==> config.mk <==
export PLATFORM = sky130hd
export DESIGN_NAME = tmz_timer0
export DESIGN_NICKNAME = d
export VERILOG_FILES = /design/src/pkg/tmz_pkg.sv /design/src/pkg/tmz_link_if.sv /design/src/design/tmz_timer0.sv /design/src/design/tmz_phase.sv /design/src/design/tmz_presc.sv
export SDC_FILE = /design/constraint.sdc
export NUM_CORES = 1
export LEC_CHECK = 0
export ABC_AREA = 1
export BUFFER_PORTS_ARGS = -buffer_cell sky130_fd_sc_hd__clkbuf_2
export CELL_PAD_IN_SITES_DETAIL_PLACEMENT = 2
export CELL_PAD_IN_SITES_GLOBAL_PLACEMENT = 2
export CORE_MARGIN = 10
export CORE_UTILIZATION = 28
export CTS_CLUSTER_SIZE = 12
export DETAILED_ROUTE_END_ITERATION = 6
export HOLD_SLACK_MARGIN = 0.15
export PLACE_DENSITY = 0.84
export SLEW_MARGIN = 15
export SYNTH_ARGS = -nofsm -noshare
export SYNTH_HDL_FRONTEND = slang
export SYNTH_SLANG_ARGS = --single-unit
==> constraint.sdc <==
create_clock -name MCLK -period 1.8 [get_ports MCLK]
set_input_delay 0.18 -clock MCLK [delete_from_list [all_inputs] [get_ports MCLK]]
set_output_delay 0.18 -clock MCLK [all_outputs]
set_load 0.01 [all_outputs]
==> src/pkg/tmz_pkg.sv <==
// Constants, register map and state types of the timer/counter block
package tmz_pkg;
  // Bus geometry
  localparam int unsigned ADDR_W = 4;
  localparam int unsigned DATA_W = 32;

  // Register byte offsets
  localparam logic [3:0] OFF_TMR = 4'h0;
  localparam logic [3:0] OFF_CMP = 4'h4;
  localparam logic [3:0] OFF_OPT = 4'h8;

  // option_config field positions
  localparam int unsigned OPT_CS  = 5;
  localparam int unsigned OPT_SE  = 4;
  localparam int unsigned OPT_PSA = 3;
  localparam int unsigned OPT_PS  = 0;

  // comparator1_control field positions
  localparam int unsigned CMP_OUT   = 7;
  localparam int unsigned CMP_OUTEN = 6;
  localparam int unsigned CMP_CLOCK_SOURCE_SELECT  = 4;

  // Values after reset
  localparam logic [7:0] RST_TMR = 8'h00;
  localparam logic [7:0] RST_OPT = 8'hFF;
  localparam logic [7:0] RST_CMP = 8'hFF;
  localparam logic [7:0] RST_PSC = 8'h00;

  // Timing: one clock is one oscillator period (Tosc)
  localparam int unsigned CLK_NS        = 20;
  localparam int unsigned TOSC_NS       = 20;
  localparam int unsigned PHASES        = 4;
  localparam int unsigned INHIBIT_INSTR = 2;
  localparam logic [3:0]  INHIBIT_CYC   = 4'((INHIBIT_INSTR * PHASES * TOSC_NS) / CLK_NS);

  // Four phases of one instruction cycle, Gray coded
  typedef enum logic [1:0] {
    PH_Q1 = 2'b00,
    PH_Q2 = 2'b01,
    PH_Q3 = 2'b11,
    PH_Q4 = 2'b10
  } tmz_phase_t;

  typedef struct packed {
    tmz_phase_t ph;
  } tmz_phase_st_t;

  typedef struct packed {
    logic [7:0] cnt;
    logic       src_q;
    logic       tick_q;
    logic       sel_q;
    logic       wdt_out;
  } tmz_presc_t;

  typedef struct packed {
    logic [7:0]        tmr;
    logic [7:0]        opt;
    logic [7:0]        cmp;
    logic [3:0]        inhib;
    logic              smp;
    logic              pend;
    logic              ack;
    logic [DATA_W-1:0] rdata;
  } tmz_core_t;

  // Sampler starts high so a source already high after reset is not taken as a rise
  localparam tmz_core_t CORE_RST = '{tmr: RST_TMR, opt: RST_OPT, cmp: RST_CMP, inhib: 4'h0,
                                     smp: 1'b1, pend: 1'b0, ack: 1'b0, rdata: 32'h0000_0000};
  localparam tmz_presc_t PSC_RST = '{cnt: RST_PSC, src_q: 1'b0, tick_q: 1'b0, sel_q: 1'b0,
                                     wdt_out: 1'b0};
endpackage

==> src/pkg/tmz_link_if.sv <==
// Signals shared by the core, the phase generator and the prescaler
`timescale 1ns/1ps
interface tmz_link_if;
  logic       q2;
  logic       q4;
  logic       iclk;
  logic       src;
  logic       clr;
  logic [2:0] rate;
  logic       prescaler_assign;
  logic       wdt_tick;
  logic       div_out;
  logic       wdt_out;

  modport phase (output q2, output q4, output iclk);
  modport presc (input src, input clr, input rate, input prescaler_assign, input wdt_tick,
                 output div_out, output wdt_out);
  modport core  (input q2, input q4, input iclk, input div_out, input wdt_out,
                 output src, output clr, output rate, output prescaler_assign, output wdt_tick);
endinterface

==> src/design/tmz_timer0.sv <==
// Timer/counter core with Avalon-MM register slave
//
// How it works
// RULE1 - Timer mode without prescaler adds one each instruction cycle.
// RULE2 - A counter write holds counting for two instruction cycles.
// RULE3 - Source select, comparator count select and pin enable set: count pin edges.
// RULE4 - Edge select clear counts rising edges, set counts falling edges.
// RULE5 - Source set, comparator count select clear: count comparator output.
// RULE6 - One prescaler serves counter or watchdog, chosen by assign bit.
// RULE7 - Counter prescale ratios run 1:2 to 1:256 in powers of two.
// RULE8 - Prescaler count cannot be read or written by software.
// RULE9 - Counter writes clear the prescaler while it serves the counter.
// RULE10 - Watchdog clear clears the prescaler while it serves the watchdog.
// RULE11 - Reset clears the prescaler count.
// RULE12 - Count source is sampled on phase two and phase four.
// RULE13 - Without prescaler, pin stays high and low at least 2 Tosc each.
// RULE14 - With prescaler, pin period at least 4 Tosc over the ratio.
// RULE15 - Increment follows a pin edge by 3 to 7 Tosc.
// RULE16 - The prescaler is an 8-bit counter.
// RULE17 - Software follows the clear sequence before moving prescaler to watchdog.
// RULE18 - Software clears watchdog before moving prescaler to the counter.
// RULE19 - Source select set overrides the count pin direction control.
// RULE20 - Rate field n selects a ratio of two to the n plus one.
// RULE21 - The counter wraps from all ones to zero and keeps going.
//
// Our own choices: the address map and the Avalon-MM interface to the registers.
`timescale 1ns/1ps
module tmz_timer0 (
  input  wire logic                         MCLK,
  input  wire logic                         RESETN,
  input  wire logic [tmz_pkg::ADDR_W-1:0]   AVS_ADDRESS,
  input  wire logic                         AVS_READ,
  input  wire logic                         AVS_WRITE,
  input  wire logic [tmz_pkg::DATA_W-1:0]   AVS_WRITEDATA,
  input  wire logic [3:0]                   AVS_BYTEENABLE,
  output wire logic [tmz_pkg::DATA_W-1:0]   AVS_READDATA,
  output wire logic                         AVS_WAITREQUEST,
  input  wire logic                         EXT_COUNT_PIN,
  input  wire logic                         COMP1_OUT,
  input  wire logic                         WDT_CLEAR_INSTR,
  input  wire logic                         WDT_TICK,
  output wire logic                         WDT_POSTSCALED,
  output wire logic                         PIN_DIR_OVERRIDE,
  output wire logic [7:0]                   TIMER_VALUE
);
  import tmz_pkg::*;

  tmz_link_if lk ();

  tmz_core_t st;
  tmz_core_t next_st;

  logic bus_req;
  logic bus_done;
  logic tmr_wr;
  logic cmp_wr;
  logic opt_wr;
  logic tmr_mode;
  logic ext_mode;
  logic comp_mode;
  logic src_raw;
  logic cnt_src;
  logic strobe;
  logic inc;

  // Address decode shared by read and write paths
  function automatic logic hit(input logic [ADDR_W-1:0] addr, input logic [3:0] off);
    hit = (addr == off);
  endfunction

  // Read view; the prescaler count has no address at all
  function automatic logic [DATA_W-1:0] read_mux(input logic [ADDR_W-1:0] addr,
                                                 input tmz_core_t s,
                                                 input logic cout);
    read_mux = 32'h0000_0000;
    if (hit(addr, OFF_TMR)) begin
      read_mux[7:0] = s.tmr;
    end else if (hit(addr, OFF_CMP)) begin
      read_mux[7:0] = {cout, s.cmp[6:0]};
    end
  endfunction

  // Phase generator and shared prescaler
  tmz_phase u_phase (
    .MCLK   (MCLK),
    .RESETN (RESETN),
    .lk     (lk.phase)
  );

  tmz_presc u_presc (
    .MCLK   (MCLK),
    .RESETN (RESETN),
    .lk     (lk.presc)
  );

  // Bus handshake: one wait cycle, then the access completes
  assign bus_req  = AVS_READ | AVS_WRITE;
  assign bus_done = bus_req & st.ack;
  assign tmr_wr   = bus_done & AVS_WRITE & AVS_BYTEENABLE[0] & hit(AVS_ADDRESS, OFF_TMR);
  assign cmp_wr   = bus_done & AVS_WRITE & AVS_BYTEENABLE[0] & hit(AVS_ADDRESS, OFF_CMP);
  assign opt_wr   = bus_done & AVS_WRITE & AVS_BYTEENABLE[0] & hit(AVS_ADDRESS, OFF_OPT);

  // Clock source selection
  assign tmr_mode  = ~st.opt[OPT_CS];                                  // see RULE1
  assign ext_mode  = st.opt[OPT_CS] & st.cmp[CMP_CLOCK_SOURCE_SELECT] & st.cmp[CMP_OUTEN]; // see RULE3
  assign comp_mode = st.opt[OPT_CS] & ~st.cmp[CMP_CLOCK_SOURCE_SELECT];               // see RULE5

  always_comb begin
    if (tmr_mode) begin
      src_raw = lk.iclk;
    end else if (ext_mode) begin
      src_raw = EXT_COUNT_PIN ^ st.opt[OPT_SE];                        // see RULE4
    end else if (comp_mode) begin
      src_raw = COMP1_OUT;                                             // see RULE5
    end else begin
      src_raw = 1'b0;
    end
  end

  // Prescaler routing and clearing
  assign lk.src      = src_raw;
  assign lk.prescaler_assign      = st.opt[OPT_PSA];                                // see RULE6
  assign lk.rate     = st.opt[OPT_PS +: 3];                            // see RULE7
  assign lk.wdt_tick = WDT_TICK;
  assign lk.clr      = (tmr_wr & ~st.opt[OPT_PSA])                     // see RULE9
                     | (WDT_CLEAR_INSTR & st.opt[OPT_PSA]);            // see RULE10
  assign cnt_src     = st.opt[OPT_PSA] ? src_raw : lk.div_out;

  // Synchroniser strobes and the gated increment
  assign strobe = lk.q2 | lk.q4;                                       // see RULE12
  assign inc    = strobe & st.pend & (st.inhib == 4'h0);               // see RULE2

  // Next state: sampling, counting, register writes and bus reply
  always_comb begin
    next_st     = st;
    next_st.ack = bus_req & ~st.ack;
    if (bus_req & ~st.ack) begin
      next_st.rdata = read_mux(AVS_ADDRESS, st, COMP1_OUT);            // see RULE8
    end
    if (st.inhib != 4'h0) begin
      next_st.inhib = 4'(st.inhib - 4'h1);
    end
    // A rise seen at one strobe is applied at the next one
    if (strobe) begin
      next_st.smp  = cnt_src;                                          // see RULE12
      next_st.pend = cnt_src & ~st.smp;                                // see RULE15
    end
    if (inc) begin
      next_st.tmr = 8'(st.tmr + 8'h01);                                // see RULE21
    end
    // Software write wins over a same-cycle increment
    if (tmr_wr) begin
      next_st.tmr   = AVS_WRITEDATA[7:0];
      next_st.inhib = INHIBIT_CYC;                                     // see RULE2
      next_st.pend  = 1'b0;
    end
    if (cmp_wr) begin
      next_st.cmp = AVS_WRITEDATA[7:0];
    end
    if (opt_wr) begin
      next_st.opt = AVS_WRITEDATA[7:0];
    end
  end

  always_ff @(posedge MCLK) begin
    if (!RESETN) begin
      st <= CORE_RST;
    end else begin
      st <= next_st;
    end
  end

  // Outputs
  assign AVS_WAITREQUEST  = bus_req & ~st.ack;
  assign AVS_READDATA     = st.rdata;
  assign WDT_POSTSCALED   = lk.wdt_out;
  assign PIN_DIR_OVERRIDE = st.opt[OPT_CS];                            // see RULE19
  assign TIMER_VALUE      = st.tmr;
endmodule

==> src/design/tmz_phase.sv <==
// Four-phase instruction clock generator
`timescale 1ns/1ps
module tmz_phase (
  input wire logic MCLK,
  input wire logic RESETN,
  tmz_link_if.phase lk
);
  import tmz_pkg::*;

  tmz_phase_st_t st;
  tmz_phase_st_t next_st;

  // Step Q1 to Q4 and round again
  always_comb begin
    next_st = st;
    case (st.ph)
      PH_Q1:   next_st.ph = PH_Q2;
      PH_Q2:   next_st.ph = PH_Q3;
      PH_Q3:   next_st.ph = PH_Q4;
      PH_Q4:   next_st.ph = PH_Q1;
      default: next_st.ph = PH_Q1;
    endcase
  end

  always_ff @(posedge MCLK) begin
    if (!RESETN) begin
      st <= '{ph: PH_Q1};
    end else begin
      st <= next_st;
    end
  end

  // Sample strobes and the internal instruction clock
  assign lk.q2   = (st.ph == PH_Q2);
  assign lk.q4   = (st.ph == PH_Q4);
  assign lk.iclk = (st.ph == PH_Q1) || (st.ph == PH_Q2);
endmodule

==> src/design/tmz_presc.sv <==
// Shared 8-bit prescaler / watchdog postscaler
`timescale 1ns/1ps
module tmz_presc (
  input wire logic MCLK,
  input wire logic RESETN,
  tmz_link_if.presc lk
);
  import tmz_pkg::*;

  tmz_presc_t st;
  tmz_presc_t next_st;
  logic       src_rise;
  logic       tick_rise;
  logic       sel;

  // Count source or watchdog ticks; clear wins over counting
  always_comb begin
    src_rise  = lk.src & ~st.src_q;
    tick_rise = lk.wdt_tick & ~st.tick_q;
    sel       = st.cnt[lk.rate];                       // see RULE20
    next_st        = st;
    next_st.src_q  = lk.src;
    next_st.tick_q = lk.wdt_tick;
    next_st.sel_q  = sel;
    next_st.wdt_out = tick_rise;
    if (lk.clr) begin
      next_st.cnt = 8'h00;                             // see RULE9 see RULE10
    end else if (lk.prescaler_assign ? tick_rise : src_rise) begin
      next_st.cnt = 8'(st.cnt + 8'h01);                // see RULE6 see RULE16
    end
    // Carry out of the selected bit is one postscaled pulse; a clear makes none
    if (lk.prescaler_assign) begin
      next_st.wdt_out = sel & ~next_st.cnt[lk.rate] & ~lk.clr;
    end
  end

  always_ff @(posedge MCLK) begin
    if (!RESETN) begin
      st <= PSC_RST;                                   // see RULE11
    end else begin
      st <= next_st;
    end
  end

  assign lk.div_out = st.cnt[lk.rate];                 // see RULE7
  assign lk.wdt_out = st.wdt_out;
endmodule

-- Yosys cells after proc, flatten, opt, wreduce, memory -nomap -nowiden
Index checks and enable logic that the tools add are counted.
W data, S select, Z words.
- $add $sub $neg: 3
- $lt $le $gt $ge: 1
- equal/unequal tests: 5
- mux-type cells: 19
- bitwise operators: 32
- reduce and logical (&&, ||, !) cells: 8
- operators by type and width (kind ; count):
    $mux W8 ; 6
    $and A1 B1 Y1 ; 19
    $add A8 B1 Y8 const B ; 2
    $not A1 Y1 ; 9
    $logic_not A4 Y1 ; 2
    $mux W1 ; 8
    $mux W4 ; 2
    $pmux W2 S4 ; 1
    $bmux W1 S3 ; 2
    $eq A2 B2 Y1 const B ; 2
    $eq A4 B3 Y1 const B ; 1
    $eq A4 B4 Y1 const B ; 1
    $lt A3 B4 Y1 const B ; 1
    $reduce_bool A2 Y1 ; 2
    $reduce_bool A4 Y1 ; 1
    $sub A4 B1 Y4 const B ; 1
    $or A1 B1 Y1 ; 3
    $eq A2 B1 Y1 const B ; 1
    $logic_not A2 Y1 ; 1
    $reduce_or A2 Y1 ; 1
    $logic_or A1 B1 Y1 ; 1
    $xor A1 B1 Y1 ; 1
- register bits after elaboration: 49
- bits of input ports: 48
- word-level logic and storage cells: 82

-- Logic depth before layout (Yosys ltp)
- word-level depth: 15
- gate-level depth with buffers: 15
- depth with buffers taken out: 15

-- Cells and area by module
Synthesis repeated with hierarchy kept, for this count alone.
- cell total of the unflattened synthesis: 439
- area total of the unflattened synthesis: 2965.3 um2
- by module, submodules not included (module ; times used ; cells an instance ; area each (um2) ; seq. area each (um2)):
    tmz_timer0 ; 1 ; 305 ; 2118.3 ; 720.7
    tmz_presc ; 1 ; 124 ; 774.5 ; 220.2
    tmz_phase ; 1 ; 10 ; 72.6 ; 40.0

-- Worst setup path after synthesis
No wires, ideal clock.
- kind: reg-to-reg
- from: register u_phase.st[1] (netlist bit)
- to: register u_presc.st, in the netlist u_presc.lk.wdt_out
- library setup time: 117 ps
- arrival time: 1475 ps
- setup slack: 208 ps
- cell stages (with the launch flop): 16
- cells stage by stage: dfxtp_1 > inv_1 > ha_1 > nor2_1 > nand2_1 > nand3_1 > nand2_2 > buf_6 > nand3_1 > nand3_2 > nand2_2 > nand3_2 > nand2_1 > nand2_1 > nand3_2 > a21oi_2
- word-level cells in the longest chain between the ends: 13
- elaborated cells between the ends (all ways): 14
- RTL lines (item ; line ; source):
    start: declaration ; tmz_phase.sv:10 ; tmz_phase_st_t st;
    start signal: assignment ; tmz_phase.sv:27 ; st <= '{ph: PH_Q1};
    start signal: assignment ; tmz_phase.sv:29 ; st <= next_st;
    $eq A2 B1 Y1 or $logic_not A2 Y1 (tied branches) ; tmz_phase.sv:36 ; assign lk.iclk = (st.ph == PH_Q1) || (st.ph == PH_Q2);
    $logic_or A1 B1 Y1 * ; tmz_phase.sv:36 ;
    $mux W1 * ; tmz_timer0.sv:109 ; if (tmr_mode) begin
    $and A1 B1 Y1 * ; tmz_presc.sv:18 ; src_rise = lk.src & ~st.src_q;
    $mux W1 * ; tmz_presc.sv:28 ; end else if (lk.prescaler_assign ? tick_rise : src_rise) begin
    $mux W8 * ; tmz_presc.sv:28 ;
    $mux W8 * ; tmz_presc.sv:26 ; if (lk.clr) begin
    $bmux W1 S3 * ; tmz_presc.sv:33 ; next_st.wdt_out = sel & ~next_st.cnt[lk.rate] & ~lk.clr;
    $mux W1 (implied by the code) * ; tmz_presc.sv:33 ;
    $not A1 Y1 * ; tmz_presc.sv:33 ;
    $and A1 B1 Y1 * (2 in series) ; tmz_presc.sv:33 ;
    $mux W1 * ; tmz_presc.sv:32 ; if (lk.prescaler_assign) begin
    end signal: assignment ; tmz_presc.sv:41 ; st <= next_st;
    end: declaration ; tmz_presc.sv:10 ; tmz_presc_t st;
Every way passes the cells marked *; elsewhere a longest branch is shown, timed or not. The select of a mux whose other input is x is not followed.
A chain may end at the register's enable or synchronous reset.

-- Final worst setup path
- from: register u_phase.st[0] (netlist bit)
- to: register u_presc.st, in the netlist u_presc.lk.wdt_out
The elaborated chain is that of the path after synthesis.

==> results.sh <==
export IMPL_area_growth_syn_to_layout_pct=18.4
export IMPL_grt_max_degree=29
export IMPL_cts_root_buf="clkbuf_8"
export IMPL_pin_count=91
export IMPL_dieArea_um2=14900
export IMPL_grt_pass1_wl_mm=16.1
export IMPL_dp_final_hpwl_mm=7.47
export IMPL_period_needed_ns=1.82
export IMPL_finalInstanceArea_um2=3460
export IMPL_numPortBuffers=39
export IMPL_pwr_share_comb=0.238
export IMPL_layout_commonest_cell="nand2_1"
export IMPL_crit_path_end_kind="flop"
export IMPL_maxCapViolCount=0
export IMPL_cts_sinks=49
export IMPL_rows=37
export IMPL_via_per_inst=4.70
export IMPL_synthTopCellsByArea="dfxtp_1 34%, buf_4 11%, nand2_1 8.2%"
export IMPL_htreeDepth=2
export IMPL_maxSlewViolCount=0
export IMPL_grt_overflow=0
export IMPL_critical_path_required_ns=2.01
export IMPL_violations="negative setup slack"
export IMPL_max_freq_ghz=0.550
export IMPL_drt_pass1_iter_count=4
export IMPL_p_per_area_nw_per_um2=715
export IMPL_drive_above_1_share=0.280
export IMPL_fin_util=0.338
export IMPL_fillers=1184
export IMPL_clk_insertion_delay_late_ns=0.31
export IMPL_synth_cells=400
export IMPL_holdWs_ns=0.159
export IMPL_die_h_um=122
export IMPL_worst_path_max_fanout=4
export IMPL_drt_iter0_drc=73
export IMPL_clock_skew_ns=0.00497
export IMPL_fin_ws_ns=-0.0170
export IMPL_vias=2720
export IMPL_place_area_um2=3140
export IMPL_grt_pass1_vias=3093
export IMPL_preCtsSetupSlack_ns=-0.231
export IMPL_cts_buffers=5
export IMPL_syn_area_per_cell_um2=7.31
export IMPL_clk_pin_slew_worst_paths_ns=0.10
export IMPL_status="finished, violations left"
export IMPL_dieWidth_um=122
export IMPL_grt_usage=0.134
export IMPL_worst_path_most_repeated_cell="nand3_2"
export IMPL_switching_share=0.336
export IMPL_hold_path_cell_count=3
export IMPL_power_switching_w=0.000832
export IMPL_pwr_share_seq=0.485
export IMPL_ys_seq_area_frac=0.335
export IMPL_cts_tree="done"
export IMPL_crit_arrival_ns=2.03
export IMPL_p_leak_nw=1.66
export IMPL_initial_utilization=0.286
export IMPL_synth_top_area_frac=0.335
export IMPL_core_area_um2=10200
export IMPL_setup_viol=1
export IMPL_fin_crit_sh=1.01
export IMPL_crit_type="flop to flop"
export IMPL_hold_violations=0
export IMPL_fin_nets=498
export IMPL_antenna_found_initial=0
export IMPL_clockBufferDepth=2
export IMPL_power_w=0.00248
export IMPL_hold_class="primary input to flop"
export IMPL_worstPathCellList="inv_4, ha_4, nor2_4, nand2_2, nand3_2, nand2_4, buf_4, nand3_2, nand3_2, nand2_2, nand3_2, nand2_1, nand2_1, nand3_2, a21oi_2"
export IMPL_ant_nets=0
export IMPL_r2r_cells=15
export IMPL_cp_slowest_cell="dfxtp_4"
export IMPL_synth_cell_types=38
export IMPL_final_cell_mix="56 x nand2_1, 52 x inv_1, 41 x dfxtp_1"
export IMPL_yosys_warnings=0
export IMPL_drt_wirelength_per_cell_um=17.5
export IMPL_p_int_w=0.00164
export IMPL_rsz0062_at_grt="true"
export IMPL_antenna_cells=0
export IMPL_synth_largest_area_cell="dfxtp_1"
export IMPL_cp_start_kind="flop"
export IMPL_clkPwrFrac=0.277
export IMPL_routabilityCongestion=0.799
export IMPL_ys_ff_latch=49
export IMPL_wirelength_mm=10.1
export IMPL_vdd_drop_max_mv=0.391
export IMPL_cpPeakStageDelay_ns=0.40
export IMPL_drc=0
export IMPL_synthesis_area_um2=2920
critical path: cells and delay by family (launching register included):
kind                       cells  cell delay, ns
AOI/OAI and AO/OA              1            0.05
adders and majority gates      1            0.16
buffers and inverters          2            0.20
DFF                            1            0.40
and+or+nand+nor               11            0.89
Yosys cell counts:
cell type	count
a211oi_1	1
a21oi_1	14
a21oi_2	1
a221oi_1	3
a31oi_1	2
buf_2	2
buf_4	41
buf_6	1
buf_8	1
clkbuf_1	6
clkinv_1	3
conb_1	1
dfxtp_1	49
ha_1	8
inv_1	56
inv_2	8
nand2_1	64
nand2_2	3
nand3_1	25
nand3_2	6
nand3_4	1
nand4_1	9
nor2_1	34
nor2_2	1
nor2_4	1
nor2_8	1
nor3_1	4
nor3_4	1
nor4_1	2
o211ai_1	13
o21ai_0	18
o21ai_1	1
o21ai_4	1
o221ai_1	8
or2_2	1
or2_4	1
xnor2_1	1
xor2_1	7
timing repair:
action / in CTS / in global routing
endpoints found under the hold margin: 5 / 0
setup endpoints to repair: 2 / 10
pin swaps: 5 / 15
resized for setup: 14 / 33
buffers inserted: 1 / 3
hold buffers: 5 / 0
final timing paths:
kind / from / endpoint / slack, ns
setup reg to reg: u_phase.st[0]$_SDFF_PN0_ / u_presc.lk.wdt_out$_SDFF_PN0_ / -0.02
hold reg to reg: st[34]$_SDFFE_PN1N_ / st[34]$_SDFFE_PN1N_ / 0.48
hold / removal: AVS_WRITEDATA[7] / TIMER_VALUE[7]$_SDFFE_PN0P_ / 0.16
setup / recovery: u_phase.st[0]$_SDFF_PN0_ / u_presc.lk.wdt_out$_SDFF_PN0_ / -0.02
per-stage QoR:
stage | setup TNS [ns] | cells
after floorplan | 0 | 423
after global placement | -0.0492 | 562
after detailed placement | -0.231 | 562
after CTS | -0.0619 | 576
after global routing | -0.179 | 579
final | -0.0170 | 579
power by group through the flow:
stage               Sequential, W  Combinational, W  Clock, W
detailed placement        0.00122          0.000496         0
global route              0.00121          0.000669  0.000741
floorplan                 0.00120          0.000397         0
finish                    0.00120          0.000589  0.000687
global placement          0.00121          0.000456         0
CTS                       0.00120          0.000515  0.000707
cells by family after synthesis:
family,count (synthesis),synth area share
xor+xnor,8,0.0240
buf+inv,118,0.211
flops,49,0.335
simple gates,154,0.255
fa+ha+maj,8,0.0342
other cells,1,0.00128
compound gates,62,0.138
area by class of cell:
cell class | count | area, µm² | area share
Inverter | 67 | 254 | 0.0734
Clock inverter | 2 | 10.0 | 0.00289
Timing Repair Buffer | 63 | 404 | 0.117
Tap cell | 136 | 170 | 0.0492
Sequential cell | 49 | 993 | 0.287
Clock buffer | 6 | 72.6 | 0.0210
Multi-Input combinational cell | 256 | 1560 | 0.450
per-layer routing:
layer  part of all wire  wire, µm  global-route usage  vias to the layer above
met2               0.53      5330               0.247                       52
met3              0.037       376              0.0301                       12
met4              0.015       156              0.0324                        0
met5                  0         0                   0                        -
li1                   -         -                   -                     1316
met1               0.42      4260               0.151                     1340
state kept, by name, indices dropped and copies added, names as in the netlist:
name / cells
PIN_DIR_OVERRIDE: 1
lk.prescaler_assign: 1
st: 15
lk.rate: 3
AVS_READDATA: 8
u_presc.st: 10
u_presc.lk.wdt_out: 1
u_phase.st: 2
TIMER_VALUE: 8
Power figures use the tool's default switching activity.
